$ cat config.mk
export PLATFORM = sky130hd
export DESIGN_NAME = modem_line_control
export DESIGN_NICKNAME = d
export VERILOG_FILES = /design/src/modem_line_pkg.sv /design/src/modem_line_control.sv
export SDC_FILE = /design/constraint.sdc
export NUM_CORES = 1
export LEC_CHECK = 0
export CORE_UTILIZATION = 39
export DETAILED_ROUTE_END_ITERATION = 8
export DONT_BUFFER_PORTS = 1
export GPL_ROUTABILITY_DRIVEN = 0
export SYNTH_ARGS = -nofsm -noshare
export SYNTH_HDL_FRONTEND = slang
export SYNTH_SLANG_ARGS = --single-unit
export TNS_END_PERCENT = 20
$ cat constraint.sdc
create_clock -name hclk -period 2.15 [get_ports hclk]
set_input_delay 0.43 -clock hclk [delete_from_list [all_inputs] [get_ports hclk]]
set_output_delay 0.43 -clock hclk [all_outputs]
set_load 0.02 [all_outputs]
$ cat src/modem_line_pkg.sv
// Constants, carrier structs and state struct for the modem line control block.
// Assumes one 100 MHz clock and an AHB-Lite register bus with word transfers.
//
// Summary of operation
// RL1: Bit 7 set divides the baud clock by four, clear passes every cycle.
// RL2: Bit 6 set routes transmit and receive through the infrared coder.
// RL3: In infrared mode the infrared transmit output idles low.
// RL4: Software writes zero to reserved bit 5.
// RL5: Bit 4 enables loopback, isolating transmit, receive and modem input pins.
// RL6: Loopback ties modem data and control signals together internally.
// RL7: Receive and transmit interrupts keep working in loopback.
// RL8: Loopback modem status sources come from the low four control bits.
// RL9: Each interrupt stays gated by its enable bit in loopback too.
// RL10: Bit 3 clear floats the interrupt output and sets auxiliary output two high.
// RL11: Bit 3 set drives the interrupt output and sets auxiliary output two low.
// RL12: Bit 2 supplies the ring indicator state in loopback only.
// RL13: Bit 1 drives the RTS pin inverted.
// RL14: Bit 0 drives the DTR pin inverted.
// RL15: Loopback feeds transmit stream to receiver; transmit pin stays marking.
// RL16: Loopback maps DTR to DSR, RTS to CTS, auxiliary two to CD.

package modem_line_pkg;

    // ------------------------------------------------------------
    // Register map and fields
    // ------------------------------------------------------------
    localparam logic [7:0] ADDR_MLC = 8'h00;
    localparam logic [7:0] ADDR_IEN = 8'h04;
    localparam logic [7:0] ADDR_MSV = 8'h08;
    localparam logic [7:0] MLC_RESET = 8'h00;
    localparam logic [3:0] IEN_RESET = 4'h0;
    localparam logic [7:0] MLC_WMASK = 8'hdf;
    localparam int MLC_DTR = 0;
    localparam int MLC_RTS = 1;
    localparam int MLC_AUX1 = 2;
    localparam int MLC_AUX2 = 3;
    localparam int MLC_LOOP = 4;
    localparam int MLC_IR = 6;
    localparam int MLC_CLKDIV = 7;
    localparam int IEN_RX = 0;
    localparam int IEN_TX = 1;
    localparam int IEN_LINE = 2;
    localparam int IEN_MODEM = 3;
    localparam logic [1:0] PRESCALE_LAST = 2'h3;

    // ------------------------------------------------------------
    // Carriers
    // ------------------------------------------------------------
    // Modem status pins, active low
    typedef struct packed {
        logic cd_n;
        logic ri_n;
        logic dsr_n;
        logic cts_n;
    } modem_pins_s;

    // Interrupt requests from the rest of the channel
    typedef struct packed {
        logic line;
        logic tx;
        logic rx;
    } chan_req_s;

    // Whole state of the block
    typedef struct packed {
        logic [7:0] mlc;
        logic [3:0] ien;
        logic [3:0] lvl;
        logic [3:0] delta;
        logic [1:0] pre;
        logic dph_wr;
        logic [7:0] dph_addr;
        logic [31:0] hrdata;
        logic baud_tick;
        logic tx_pin;
        logic ir_tx_pin;
        logic rx_serial;
        logic rts_n;
        logic dtr_n;
        logic aux_output_two;
        logic irq_out;
        logic irq_oe;
    } ctl_state_s;

endpackage : modem_line_pkg

$ cat src/modem_line_control.sv
// Modem line control for one serial channel: control register, prescale,
// infrared path select, loopback and interrupt output gating.
// Assumes a single AHB-Lite master and one clock; pins are synchronous.

`timescale 1ns/1ps
`default_nettype none

module modem_line_control
    import modem_line_pkg::*;
(
    // Clock and reset
    input wire logic hclk,
    input wire logic hresetn,

    // AHB-Lite slave
    input wire logic hsel,
    input wire logic [31:0] haddr,
    input wire logic [1:0] htrans,
    input wire logic hwrite,
    input wire logic [2:0] hsize,
    input wire logic [31:0] hwdata,
    input wire logic hready,
    output logic hreadyout,
    output logic hresp,
    output logic [31:0] hrdata,

    // Serial streams to and from the channel
    input wire logic tx_serial,
    output logic rx_serial,
    output logic baud_tick,

    // Serial pins
    output logic tx_pin,
    input wire logic rx_pin,
    output logic ir_tx_pin,
    input wire logic ir_rx_pin,

    // Modem pins
    input wire modem_pins_s modem_pins,
    output logic rts_n,
    output logic dtr_n,
    output logic aux_output_two,

    // Interrupt requests and output
    input wire chan_req_s chan_req,
    output logic irq_out,
    output logic irq_oe
);

    // ------------------------------------------------------------
    // State
    // ------------------------------------------------------------

    ctl_state_s s;
    ctl_state_s next_s;

    logic addr_ok;
    logic [3:0] src_lvl;
    logic [3:0] edge_set;
    logic [3:0] clr_mask;
    logic loop_on;
    logic any_irq;

    // Address phase accepted
    assign addr_ok = hsel && htrans[1] && hready;

    // Loopback flag from the register
    assign loop_on = s.mlc[MLC_LOOP];

    // ------------------------------------------------------------
    // Modem status sources
    // ------------------------------------------------------------

    // Order is {cd, ri, dsr, cts}
    always_comb begin
        if (loop_on) begin
            src_lvl = {s.mlc[MLC_AUX2], s.mlc[MLC_AUX1],  // see RL8, see RL12
                       s.mlc[MLC_DTR], s.mlc[MLC_RTS]};   // see RL16, see RL6
        end else begin
            src_lvl = ~{modem_pins.cd_n, modem_pins.ri_n,  // see RL5
                        modem_pins.dsr_n, modem_pins.cts_n};
        end
    end

    // Change detect; ring indicator reports its trailing edge
    always_comb begin
        edge_set[0] = s.lvl[0] ^ src_lvl[0];
        edge_set[1] = s.lvl[1] ^ src_lvl[1];
        edge_set[2] = s.lvl[2] & ~src_lvl[2];
        edge_set[3] = s.lvl[3] ^ src_lvl[3];
    end

    // Gated interrupt sources
    always_comb begin
        any_irq = (chan_req.rx && s.ien[IEN_RX])         // see RL7, see RL9
               || (chan_req.tx && s.ien[IEN_TX])
               || (chan_req.line && s.ien[IEN_LINE])
               || ((|s.delta) && s.ien[IEN_MODEM]);     // see RL8
    end

    // ------------------------------------------------------------
    // Next state
    // ------------------------------------------------------------

    always_comb begin
        next_s = s;
        clr_mask = 4'h0;

        // Data phase write
        if (s.dph_wr) begin
            if (s.dph_addr == ADDR_MLC) begin
                next_s.mlc = hwdata[7:0] & MLC_WMASK;  // see RL4
            end else if (s.dph_addr == ADDR_IEN) begin
                next_s.ien = hwdata[3:0];
            end else if (s.dph_addr == ADDR_MSV) begin
                clr_mask = hwdata[3:0];
            end
        end

        // Sticky deltas; a new change wins over the clear
        next_s.lvl = src_lvl;
        next_s.delta = (s.delta & ~clr_mask) | edge_set;

        // Address phase capture and read data
        next_s.dph_wr = addr_ok && hwrite;
        next_s.dph_addr = haddr[7:0];
        next_s.hrdata = 32'h0;
        if (addr_ok && !hwrite) begin
            if (haddr[7:0] == ADDR_MLC) begin
                next_s.hrdata = {24'h0, s.mlc};
            end else if (haddr[7:0] == ADDR_IEN) begin
                next_s.hrdata = {28'h0, s.ien};
            end else if (haddr[7:0] == ADDR_MSV) begin
                next_s.hrdata = {24'h0, s.lvl, s.delta};
            end else begin
                next_s.hrdata = 32'h0;
            end
        end

        // Baud prescale enable
        next_s.pre = s.pre + 2'h1;
        if (s.mlc[MLC_CLKDIV]) begin
            next_s.baud_tick = (s.pre == PRESCALE_LAST);  // see RL1
        end else begin
            next_s.baud_tick = 1'b1;                      // see RL1
        end

        // Serial path select
        if (loop_on) begin
            next_s.rx_serial = tx_serial;   // see RL15, see RL6
            next_s.tx_pin = 1'b1;           // see RL15, see RL5
            next_s.ir_tx_pin = 1'b0;        // see RL3
        end else if (s.mlc[MLC_IR]) begin
            next_s.rx_serial = ~ir_rx_pin;  // see RL2
            next_s.tx_pin = 1'b1;
            next_s.ir_tx_pin = ~tx_serial;  // see RL2, see RL3
        end else begin
            next_s.rx_serial = rx_pin;
            next_s.tx_pin = tx_serial;
            next_s.ir_tx_pin = 1'b0;        // see RL3
        end

        // Modem outputs, inverted
        next_s.rts_n = ~s.mlc[MLC_RTS];  // see RL13
        next_s.dtr_n = ~s.mlc[MLC_DTR];  // see RL14

        // Interrupt output and auxiliary two
        next_s.aux_output_two = ~s.mlc[MLC_AUX2];  // see RL10, see RL11
        next_s.irq_oe = s.mlc[MLC_AUX2];           // see RL10, see RL11
        next_s.irq_out = any_irq && s.mlc[MLC_AUX2];
    end

    // ------------------------------------------------------------
    // Registers
    // ------------------------------------------------------------

    // Reset to normal modem mode, no loopback
    always_ff @(posedge hclk or negedge hresetn) begin
        if (!hresetn) begin
            s <= '0;
            s.mlc <= MLC_RESET;
            s.ien <= IEN_RESET;
            s.tx_pin <= 1'b1;
            s.rx_serial <= 1'b1;
            s.rts_n <= 1'b1;
            s.dtr_n <= 1'b1;
            s.aux_output_two <= 1'b1;
        end else begin
            s <= next_s;
        end
    end

    // ------------------------------------------------------------
    // Outputs
    // ------------------------------------------------------------

    // Zero wait state, always OKAY
    assign hreadyout = 1'b1;
    assign hresp = 1'b0;
    assign hrdata = s.hrdata;

    // Pins straight from the state
    assign baud_tick = s.baud_tick;
    assign tx_pin = s.tx_pin;
    assign ir_tx_pin = s.ir_tx_pin;
    assign rx_serial = s.rx_serial;
    assign rts_n = s.rts_n;
    assign dtr_n = s.dtr_n;
    assign aux_output_two = s.aux_output_two;
    assign irq_out = s.irq_out;
    assign irq_oe = s.irq_oe;

    // ------------------------------------------------------------
    // Checks
    // ------------------------------------------------------------

    // Divide by one gives a tick every cycle
    a_prescale_div1: assert property (  // see RL1
        @(posedge hclk) disable iff (!hresetn)
        (hresetn && !s.mlc[MLC_CLKDIV]) |=> baud_tick
    ) else $error("prescale by one missed a tick");

    // Divide by four never ticks twice in a row
    a_prescale_div4: assert property (  // see RL1
        @(posedge hclk) disable iff (!hresetn)
        (baud_tick && $past(s.mlc[MLC_CLKDIV])
         && $past(s.mlc[MLC_CLKDIV], 2)) |-> !$past(baud_tick)
    ) else $error("prescale by four ticked back to back");

    // Infrared transmit idles low
    a_ir_idle_low: assert property (  // see RL3
        @(posedge hclk) disable iff (!hresetn)
        tx_serial |=> !ir_tx_pin
    ) else $error("infrared output high while idle");

    // Loopback serial path
    a_loop_serial: assert property (  // see RL15
        @(posedge hclk) disable iff (!hresetn)
        loop_on |=> (rx_serial == $past(tx_serial)) && tx_pin
    ) else $error("loopback serial path wrong");

    // Loopback modem sources
    a_loop_modem_src: assert property (  // see RL16
        @(posedge hclk) disable iff (!hresetn)
        loop_on |=> s.lvl == {$past(s.mlc[MLC_AUX2]),
            $past(s.mlc[MLC_AUX1]), $past(s.mlc[MLC_DTR]),
            $past(s.mlc[MLC_RTS])}
    ) else $error("loopback modem source wrong");

    // Inverted RTS and DTR
    a_rts_dtr_drive: assert property (  // see RL13
        @(posedge hclk) disable iff (!hresetn)
        ##1 (rts_n != $past(s.mlc[MLC_RTS]))
            && (dtr_n != $past(s.mlc[MLC_DTR]))
    ) else $error("RTS or DTR not inverted from control");

    // Interrupt output enable and auxiliary two are opposite
    a_irq_enable_aux: assert property (  // see RL10
        @(posedge hclk) disable iff (!hresetn)
        ##1 (irq_oe == $past(s.mlc[MLC_AUX2]))
            && (aux_output_two == !irq_oe)
    ) else $error("interrupt enable or auxiliary two wrong");

    // Masked sources never raise the interrupt
    a_irq_masked: assert property (  // see RL9
        @(posedge hclk) disable iff (!hresetn)
        (s.ien == 4'h0) |=> !irq_out
    ) else $error("interrupt raised with all enables clear");

    // Receive request passes while loopback is on
    a_loop_rx_irq: assert property (  // see RL7
        @(posedge hclk) disable iff (!hresetn)
        (loop_on && s.mlc[MLC_AUX2] && s.ien[IEN_RX] && chan_req.rx)
            |=> irq_out
    ) else $error("receive interrupt lost in loopback");

    // Infrared transmit follows the inverted stream; standard pin marks
    a_ir_tx_path: assert property (  // see RL2
        @(posedge hclk) disable iff (!hresetn)
        (hresetn && s.mlc[MLC_IR] && !loop_on)
            |=> (ir_tx_pin == !$past(tx_serial)) && tx_pin
    ) else $error("infrared transmit path wrong");

    // Infrared receive pulse decodes to a space
    a_ir_rx_path: assert property (  // see RL2
        @(posedge hclk) disable iff (!hresetn)
        (hresetn && s.mlc[MLC_IR] && !loop_on)
            |=> rx_serial == !$past(ir_rx_pin)
    ) else $error("infrared receive path wrong");

    // Standard path passes both streams and keeps infrared quiet
    a_std_path: assert property (  // see RL2
        @(posedge hclk) disable iff (!hresetn)
        (hresetn && !s.mlc[MLC_IR] && !loop_on)
            |=> (tx_pin == $past(tx_serial)) && (rx_serial == $past(rx_pin))
                && !ir_tx_pin
    ) else $error("standard serial path wrong");

    // Loopback keeps both transmit pins idle
    a_loop_isolate: assert property (  // see RL5
        @(posedge hclk) disable iff (!hresetn)
        loop_on |=> tx_pin && !ir_tx_pin
    ) else $error("transmit pin active in loopback");

    // Outside loopback the levels follow the modem pins
    a_pin_modem_src: assert property (  // see RL5
        @(posedge hclk) disable iff (!hresetn)
        (hresetn && !loop_on) |=> s.lvl == ~$past({modem_pins.cd_n,
            modem_pins.ri_n, modem_pins.dsr_n, modem_pins.cts_n})
    ) else $error("modem levels do not follow pins");

    // A detected change always lands in the sticky deltas
    a_delta_set: assert property (  // see RL8
        @(posedge hclk) disable iff (!hresetn)
        (hresetn && (edge_set != 4'h0))
            |=> (s.delta & $past(edge_set)) == $past(edge_set)
    ) else $error("modem change not recorded");

    // Pending delta with its enable raises the interrupt
    a_modem_irq: assert property (  // see RL8
        @(posedge hclk) disable iff (!hresetn)
        (s.mlc[MLC_AUX2] && s.ien[IEN_MODEM] && (s.delta != 4'h0)) |=> irq_out
    ) else $error("modem interrupt lost");

    // Bit 3 clear floats the interrupt and raises auxiliary two
    a_irq_gate_off: assert property (  // see RL10
        @(posedge hclk) disable iff (!hresetn)
        !s.mlc[MLC_AUX2] |=> !irq_out && !irq_oe && aux_output_two
    ) else $error("interrupt not floated with bit 3 clear");

    // Bit 3 set drives the interrupt and lowers auxiliary two
    a_irq_drive_on: assert property (  // see RL11
        @(posedge hclk) disable iff (!hresetn)
        s.mlc[MLC_AUX2] |=> irq_oe && !aux_output_two
    ) else $error("interrupt not driven with bit 3 set");

    // Enabled line status request reaches the output
    a_line_irq: assert property (  // see RL7
        @(posedge hclk) disable iff (!hresetn)
        (s.mlc[MLC_AUX2] && s.ien[IEN_LINE] && chan_req.line) |=> irq_out
    ) else $error("line status interrupt lost");

    // Enabled transmit request reaches the output
    a_tx_irq: assert property (  // see RL7
        @(posedge hclk) disable iff (!hresetn)
        (s.mlc[MLC_AUX2] && s.ien[IEN_TX] && chan_req.tx) |=> irq_out
    ) else $error("transmit interrupt lost");

    // Divide by four ticks once the counter wraps
    a_div4_tick: assert property (  // see RL1
        @(posedge hclk) disable iff (!hresetn)
        (s.mlc[MLC_CLKDIV] && (s.pre == PRESCALE_LAST)) |=> baud_tick
    ) else $error("prescale by four missed its tick");

    // Divide by four stays quiet between wraps
    a_div4_gap: assert property (  // see RL1
        @(posedge hclk) disable iff (!hresetn)
        (s.mlc[MLC_CLKDIV] && (s.pre != PRESCALE_LAST)) |=> !baud_tick
    ) else $error("prescale by four ticked early");

endmodule : modem_line_control

`default_nettype wire

==> results of run 1 <==
## cell families after synthesis
| kind of cell | count (synthesis) | synth area share [%] |
|---|---|---|
| buffers and inverters | 48 | 14.7 |
| AOI/OAI and AO/OA | 20 | 6.77 |
| muxes | 15 | 7.78 |
| and+or+nand+nor | 48 | 13.7 |
| adders and majority gates | 1 | 0.594 |
| other | 2 | 0.357 |
| DFF | 47 | 56.2 |
## worst paths after layout
path,start,to,cells past startpoint
worst max-delay path,s[46],s[64],4
worst min-delay path,haddr[5],s[46],0
worst max register to register,s[46],s[64],4
worst min register to register,s[50],s[50],1
max in group asynchronous,hresetn,dtr_n,2
min in group asynchronous,hresetn,s[71],2
## Yosys cell counts
cell | number | area share, %
nor4_4 | 1 | 1.0
o31ai_1 | 3 | 1.1
nor3b_1 | 1 | 0.36
or3b_2 | 1 | 0.42
nand2_1 | 7 | 1.2
nor4_1 | 1 | 0.30
or3_1 | 2 | 0.59
o22ai_1 | 1 | 0.30
or4b_2 | 1 | 0.48
a21oi_1 | 5 | 1.2
a222oi_1 | 1 | 0.48
dfstp_2 | 5 | 6.2
clkbuf_1 | 2 | 0.36
o41ai_1 | 1 | 0.42
nor2_1 | 8 | 1.4
mux2i_1 | 4 | 1.9
nor3_1 | 5 | 1.2
or4_1 | 4 | 1.4
ha_1 | 1 | 0.59
conb_1 | 2 | 0.36
nor2b_1 | 10 | 3.0
o221a_2 | 4 | 2.1
nand2b_1 | 1 | 0.30
dfrtp_1 | 42 | 50
nand3b_1 | 3 | 1.1
o21ai_0 | 5 | 1.2
inv_1 | 11 | 2.0
nor4b_1 | 1 | 0.42
mux2_2 | 11 | 5.9
buf_2 | 1 | 0.24
buf_4 | 34 | 12
nand3_1 | 2 | 0.48
## routing by layer
layer / up-vias / part of all wire, % / GRT usage [%] / wire [um]
li1: 555 / - / - / -
met1: 607 / 41 / 17.8 / 1510
met2: 54 / 48 / 22.0 / 1760
met3: 6 / 8.3 / 5.42 / 304
met4: 0 / 2.4 / 7.00 / 89
met5: - / 0 / 0 / 0
## power by group
part | internal (mW) | switching [mW] | leakage, nW
combinational | 0.0271 | 0.0729 | 0.378
clock | 0.382 | 0.293 | 0.0618
sequential | 0.905 | 0.0194 | 0.572
## what timing repair did
item,in CTS,in global routing
hold buffers,2,0
hold endpoints to repair,47,0
resized for setup,0,0
## sequential cells by signal (all words and copies together), names as in the netlist
register and flops:
s 28, hrdata 8, aux_output_two 1, baud_tick 1
dtr_n 1, ir_tx_pin 1, irq_oe 1, irq_out 1
loop_on 1, next_s 1, rts_n 1, rx_serial 1
tx_pin 1
## area by class of cell
cell class | instances | area share, %
clock inverter | 2 | 1.77
sequential | 47 | 54.0
multi-input combinational | 110 | 32.2
clock buffer | 6 | 3.77
timing repair buffer | 4 | 2.40
tap | 70 | 4.00
inverter | 11 | 1.89
## worst reg2reg max path, stage by stage (launching register included)
cell,delay (ns)
dfrtp_1,0.38
or4_1,0.67
nor4_4,0.24
buf_4,0.21
mux2_2,0.35
==> flow_metrics.tcl, run 1 <==
set metrics [dict create \
    status "finished clean" \
    port_buffers 0 \
    grt-ovfl-total 0 \
    power-per-cell-area_nw_per_um2 776 \
    fillCellCount 502 \
    worst_slack_ns 0.192 \
    required_ns 2.34 \
    synthCells 181 \
    root_buffer "clkbuf_8" \
    core_area_sq_um 5140 \
    diodes 0 \
    finalPower_mw 1.70 \
    yosysUniqueCellTypes 32 \
    ios 127 \
    p_leak_nw 1.01 \
    post_cts_buffers 0 \
    wire_per_inst_um 14.6 \
    final_util_pct 42.6 \
    cpPeakStageDelay_ns 0.67 \
    finalInstanceArea_sq_um 2190 \
    synth-seq-cells 47 \
    die-area_sq_um 5700 \
    final_common_cell "dfrtp_1" \
    dp_hpwl_um 2640 \
    whs_ns 0.155 \
    maxCapViolations 0 \
    clock_latency_ns 0.30 \
    hold_viol 0 \
    via_per_inst 4.89 \
    die_h_um 75.5 \
    fin_cells 250 \
    hold_class "input pin to flop" \
    layout_common_cells "42 x dfrtp_1, 26 x conb_1, 11 x inv_1, 11 x mux2_2, 10 x nor2b_1" \
    ys_seq_area_share_pct 56.1 \
    rsz0062_at_grt "false" \
    place_inst 240 \
    skew_ns 0.00761 \
    drt_iter0_markers 69 \
    grt_pass1_vias 1159 \
    grtUsageTotal_pct 14.3 \
    synth.avg_cell_area_sq_um 11.6 \
    setup.worst_path.start_class "flop" \
    cp_cell_sequence "or4_1, nor4_4, buf_4, mux2_2" \
    placed_area_sq_um 2030 \
    grt_max_degree 48 \
    cp_slowest_cell "or4_1" \
    firstDrtPassIters 4 \
    worstSetupPathType "flop to flop" \
    die_w_um 75.5 \
    multi_input_area_sq_um 704 \
    netlist_area_sq_um 2110 \
    vias 1222 \
    post-route-drc-count 0 \
    cp_top_family "simple AND/OR/NAND/NOR gates" \
    max_clock_freq_ghz 0.511 \
    period_minus_slack_ns 1.96 \
    clock_sinks 47 \
    place_ws_ns 0.197 \
    cts_buffers 5 \
    tns_ns 0 \
    regArea_sq_um 1180 \
    end_kind "flop" \
    ir_drop_mv 0.248 \
    antenna_found_initial 0 \
    rows 26 \
    drv_slew 0 \
    cp_max_fo 7 \
    htree_levels 2 \
    reg2reg_slack_ns 0.19 \
    finalSetupViolCount 0 \
    cts_tree "built" \
    cp.arrival_ns 2.14 \
    crit_buf_inv 1 \
    drive_above_1_share_pct 18.9 \
    fin_nets 264 \
    clkTransAtPathRegs_ns 0.08 \
    drt-total-wl_um 3660 \
    clock_path_buffers 2 \
    area_delta_synth_final_pct 3.98 \
    start_util_pct 41.0 \
    yosysWarnings 0 \
    grt_pass1_wl_um 5750 \
    ant_nets 0 \
    period_share_pct 91.1 \
]
Note: power is estimated with default switching activity, not from simulation.
==> run 2, diff against run 1 <==
--- a/config.mk
+++ b/config.mk
@@ -5,6 +5,7 @@
 export SDC_FILE = /design/constraint.sdc
 export NUM_CORES = 1
 export LEC_CHECK = 0
+export CORE_ASPECT_RATIO = 0.75
 export CORE_UTILIZATION = 39
 export DETAILED_ROUTE_END_ITERATION = 8
 export DONT_BUFFER_PORTS = 1
==> flow_metrics.tcl, run 2 (synthesis gave the netlist of run 1 again) <==
set metrics [dict create \
    clock_path_buffers 2 \
    wire_per_inst_um 15.4 \
    final_common_cell "dfrtp_1" \
    finalSetupViolCount 0 \
    internal_power_mw 1.31 \
    drv_slew 0 \
    status "finished clean" \
    cts_tree "built" \
    drt_iter0_markers 82 \
    die-area_sq_um 5700 \
    max_clock_freq_ghz 0.508 \
    grt_pass1_vias 1201 \
    worst_slack_ns 0.182 \
    via_per_inst 4.79 \
    core_area_sq_um 5040 \
    grt-ovfl-total 0 \
    crit_buf_inv 1 \
    layout_common_cells "42 x dfrtp_1, 26 x conb_1, 11 x inv_1, 11 x mux2_2, 10 x nor2b_1" \
    start_util_pct 41.8 \
    die_w_um 86.9 \
    clock_power_share_pct 39.2 \
    firstDrtPassIters 4 \
    required_ns 2.34 \
    rsz0062_at_grt "false" \
    worstMarginPinSlew_ns 0.608 \
    clock_latency_ns 0.30 \
    final_util_pct 43.4 \
    ios 127 \
    die_h_um 65.6 \
    p_leak_nw 1.01 \
    cpPeakStageDelay_ns 0.59 \
    dp_hpwl_um 2850 \
    period_minus_slack_ns 1.97 \
    post-route-drc-count 0 \
    worstSetupPathType "flop to flop" \
    switching_share_pct 22.5 \
    cp_slowest_cell "or4_1" \
    setup.worst_path.start_class "flop" \
    clock_sinks 47 \
    root_buffer "clkbuf_8" \
    cp_top_family "simple AND/OR/NAND/NOR gates" \
    grt_pass1_wl_um 6020 \
    skew_ns 0.00315 \
    p_sw_uw 380 \
    fin_nets 264 \
    area_delta_synth_final_pct 3.92 \
    cp_max_fo 5 \
    drt-total-wl_um 3880 \
    cts_hold_buf 2 \
    hold_viol 0 \
    diodes 0 \
    power-per-cell-area_nw_per_um2 772 \
    end_kind "flop" \
    finalPower_mw 1.69 \
    htree_levels 2 \
    largest_reg_flops 28 \
    clkTransAtPathRegs_ns 0.08 \
    p_seq_share_pct 54.8 \
    place_ws_ns 0.195 \
    antenna_found_initial 0 \
    vias 1208 \
    cp_cell_sequence "or4_1, nor4_4, buf_4, mux2_2" \
    cp.arrival_ns 2.16 \
    cts_resized 0 \
    period_share_pct 91.5 \
    ant_nets 0 \
    rows 22 \
    drive_above_1_share_pct 18.9 \
    grtUsageTotal_pct 14.6 \
    grt_max_degree 48 \
    hold_class "input pin to flop" \
    maxCapViolations 0 \
    post_cts_buffers 0 \
    max_flop_register "s" \
    port_buffers 0 \
    tns_ns 0 \
    cts_buffers 5 \
    ir_drop_mv 0.366 \
    slew_headroom_pct 59.2 \
    pwr-share-comb_pct 6.0 \
]
-- run 2: cell count changes in the layout (fill, tap and decap cells not counted), sizes merged --
cell	change
clkinv	+1
inv	-1
-- run 2: power by group through the flow --
| stage | Sequential (mW) | Combinational [mW] | Clock (mW) |
|---|---|---|---|
| after floorplan | 0.937 | 0.111 | 0 |
| after global placement | 0.941 | 0.0759 | 0 |
| final | 0.925 | 0.102 | 0.662 |
| after CTS | 0.925 | 0.102 | 0.681 |
| after global routing | 0.927 | 0.112 | 0.710 |
| after detailed placement | 0.942 | 0.0772 | 0 |
-- run 2: routing by layer --
| layer | track usage, % | part of all wire, % |
|---|---|---|
| met1 | 18.9 | 45 |
| met3 | 4.90 | 8.5 |
| met4 | 6.88 | 2.0 |
| met5 | 0 | 0 |
| met2 | 21.9 | 45 |
-- run 2: final cells by class --
cell class,instances,area (sq um)
fill,480,2850
sequential,47,1180
multi-input combinational,110,704
tap,72,90.1
clock buffer,6,82.6
timing repair buffer,4,52.6
inverter,11,41.3
clock inverter,2,35.0
-- run 2: final timing paths --
check | cells past startpoint | slack (ns) | endpoint | start
min in group asynchronous | 2 | 0.62 | s[55] | hresetn
hold reg to reg | 1 | 0.44 | s[50] | s[50]
hold / removal | 0 | 0.15 | s[45] | haddr[4]
setup / recovery | 4 | 0.18 | s[71] | s[46]
max in group asynchronous | 2 | 1.24 | dtr_n | hresetn
setup reg to reg | 4 | 0.18 | s[71] | s[46]
-- run 2: through the flow --
stage                     std cells  area, sq um  hold slack [ns]
after floorplan                 205         2200            0.134
after global placement          242         2030            0.135
after detailed placement        242         2030            0.135
after CTS                       252         2190            0.136
after global routing            252         2190            0.132
final                           252         2190            0.147
==> run 3, diff against run 2 <==
--- a/config.mk
+++ b/config.mk
@@ -10,6 +10,8 @@
 export DETAILED_ROUTE_END_ITERATION = 8
 export DONT_BUFFER_PORTS = 1
 export GPL_ROUTABILITY_DRIVEN = 0
+export REMOVE_ABC_BUFFERS = 1
+export SLEW_MARGIN = 10
 export SYNTH_ARGS = -nofsm -noshare
 export SYNTH_HDL_FRONTEND = slang
 export SYNTH_SLANG_ARGS = --single-unit
==> flow_metrics.tcl, run 3 (synthesis gave the netlist of run 1 again) <==
set metrics [dict create \
    clock_power_share_pct 38.4 \
    multi_input_area_sq_um 704 \
    status "finished clean" \
    period_minus_slack_ns 1.96 \
    grt_max_degree 48 \
    drt-total-wl_um 3740 \
    placed_area_sq_um 2040 \
    largest_reg_flops 28 \
    cts_tree "built" \
    layout_common_cells "42 x dfrtp_1, 26 x conb_1, 11 x inv_1, 11 x mux2_2, 10 x nor2b_1" \
    root_buffer "clkbuf_8" \
    firstDrtPassIters 4 \
    internal_power_mw 1.28 \
    die-area_sq_um 5700 \
    finalSetupViolCount 0 \
    finalInstanceArea_sq_um 2190 \
    final_util_pct 43.5 \
    ios 127 \
    hold_viol 0 \
    final_common_cell "dfrtp_1" \
    p_sw_uw 386 \
    vias 1202 \
    via_per_inst 4.75 \
    max_flop_register "s" \
    htree_levels 2 \
    switching_share_pct 23.2 \
    pwr-share-comb_pct 6.1 \
    fin_cells 253 \
    rsz0062_at_grt "false" \
    regArea_sq_um 1180 \
    cp_max_fo 5 \
    wire_per_inst_um 14.8 \
    grt_pass1_wl_um 5700 \
    antenna_found_initial 0 \
    port_buffers 0 \
    grtUsageTotal_pct 14.1 \
    ant_nets 0 \
    power-per-cell-area_nw_per_um2 760 \
    place_inst 243 \
    die_w_um 86.9 \
    clock_latency_ns 0.30 \
    worstSetupPathType "flop to flop" \
    diodes 0 \
    fin_nets 265 \
    cp.arrival_ns 2.15 \
    die_h_um 65.6 \
    period_share_pct 91.0 \
    drive_above_1_share_pct 19.3 \
    clock_path_buffers 2 \
    tns_ns 0 \
    grt_pass1_vias 1137 \
    rows 22 \
    post-route-drc-count 0 \
    max_clock_freq_ghz 0.511 \
    hold_class "input pin to flop" \
    end_kind "flop" \
    start_util_pct 41.8 \
    dp_hpwl_um 2750 \
    fillCellCount 471 \
    setup.worst_path.start_class "flop" \
    p_seq_share_pct 55.5 \
    core_area_sq_um 5040 \
    maxCapViolations 0 \
    required_ns 2.34 \
    skew_ns 0.0104 \
    clock_sinks 47 \
    p_leak_nw 1.01 \
    clkTransAtPathRegs_ns 0.09 \
    ir_drop_mv 0.378 \
    cts_buffers 5 \
    drv_slew 0 \
    grt-ovfl-total 0 \
    drt_iter0_markers 58 \
    area_delta_synth_final_pct 4.04 \
]
run 3: worst max-delay path: stages (launching register included):
cell and delay (ns):
dfrtp_1 0.38, or4_1 0.67, nor4_4 0.27, buf_4 0.20
mux2_2 0.33
run 3: final cells by class:
type	count	share of cell area, %
sequential	47	54.0
clock buffer	5	3.14
multi-input combinational	110	32.2
timing repair buffer	5	2.74
clock inverter	3	2.00
tap	72	4.11
inverter	11	1.88
run 3: power by group through the flow:
stage	sequential [mW]	clock (mW)	combinational, mW
after floorplan	0.937	0	0.0713
after global placement	0.941	0	0.0752
after detailed placement	0.942	0	0.0766
after CTS	0.925	0.653	0.102
after global routing	0.927	0.701	0.112
final	0.925	0.640	0.101
run 3: through the flow:
stage,setup WS (ns),hold WS [ns],total power [mW]
finish,0.194,0.149,1.67
detailed placement,0.179,0.136,1.02
floorplan,0.272,0.134,1.01
global placement,0.207,0.136,1.02
global route,0.146,0.116,1.74
CTS,0.172,0.136,1.68
run 3: worst paths after layout:
kind	from	cells past startpoint	end	slack, ns
min reg2reg	s[50]	1	s[50]	0.43
max in group asynchronous	hresetn	2	dtr_n	1.24
min	haddr[3]	0	s[44]	0.15
max reg2reg	s[46]	4	s[66]	0.19
min in group asynchronous	hresetn	2	s[71]	0.63
max	s[46]	4	s[66]	0.19
run 3: timing repair:
action,4_1_cts,5_1_grt
hold endpoints to repair,47,0
setup buffers,0,0
resized for setup,0,0
hold buffers,2,0
run 3: routing by layer:
| layer | wire length [um] | GRT usage (%) | vias to the layer above | part of all wire [%] |
|---|---|---|---|---|
| met5 | 0 | 0 | - | 0 |
| li1 | - | - | 555 | - |
| met2 | 1810 | 23.0 | 65 | 48 |
| met3 | 317 | 5.28 | 2 | 8.5 |
| met1 | 1580 | 17.0 | 580 | 42 |
| met4 | 27 | 5.63 | 0 | 0.72 |
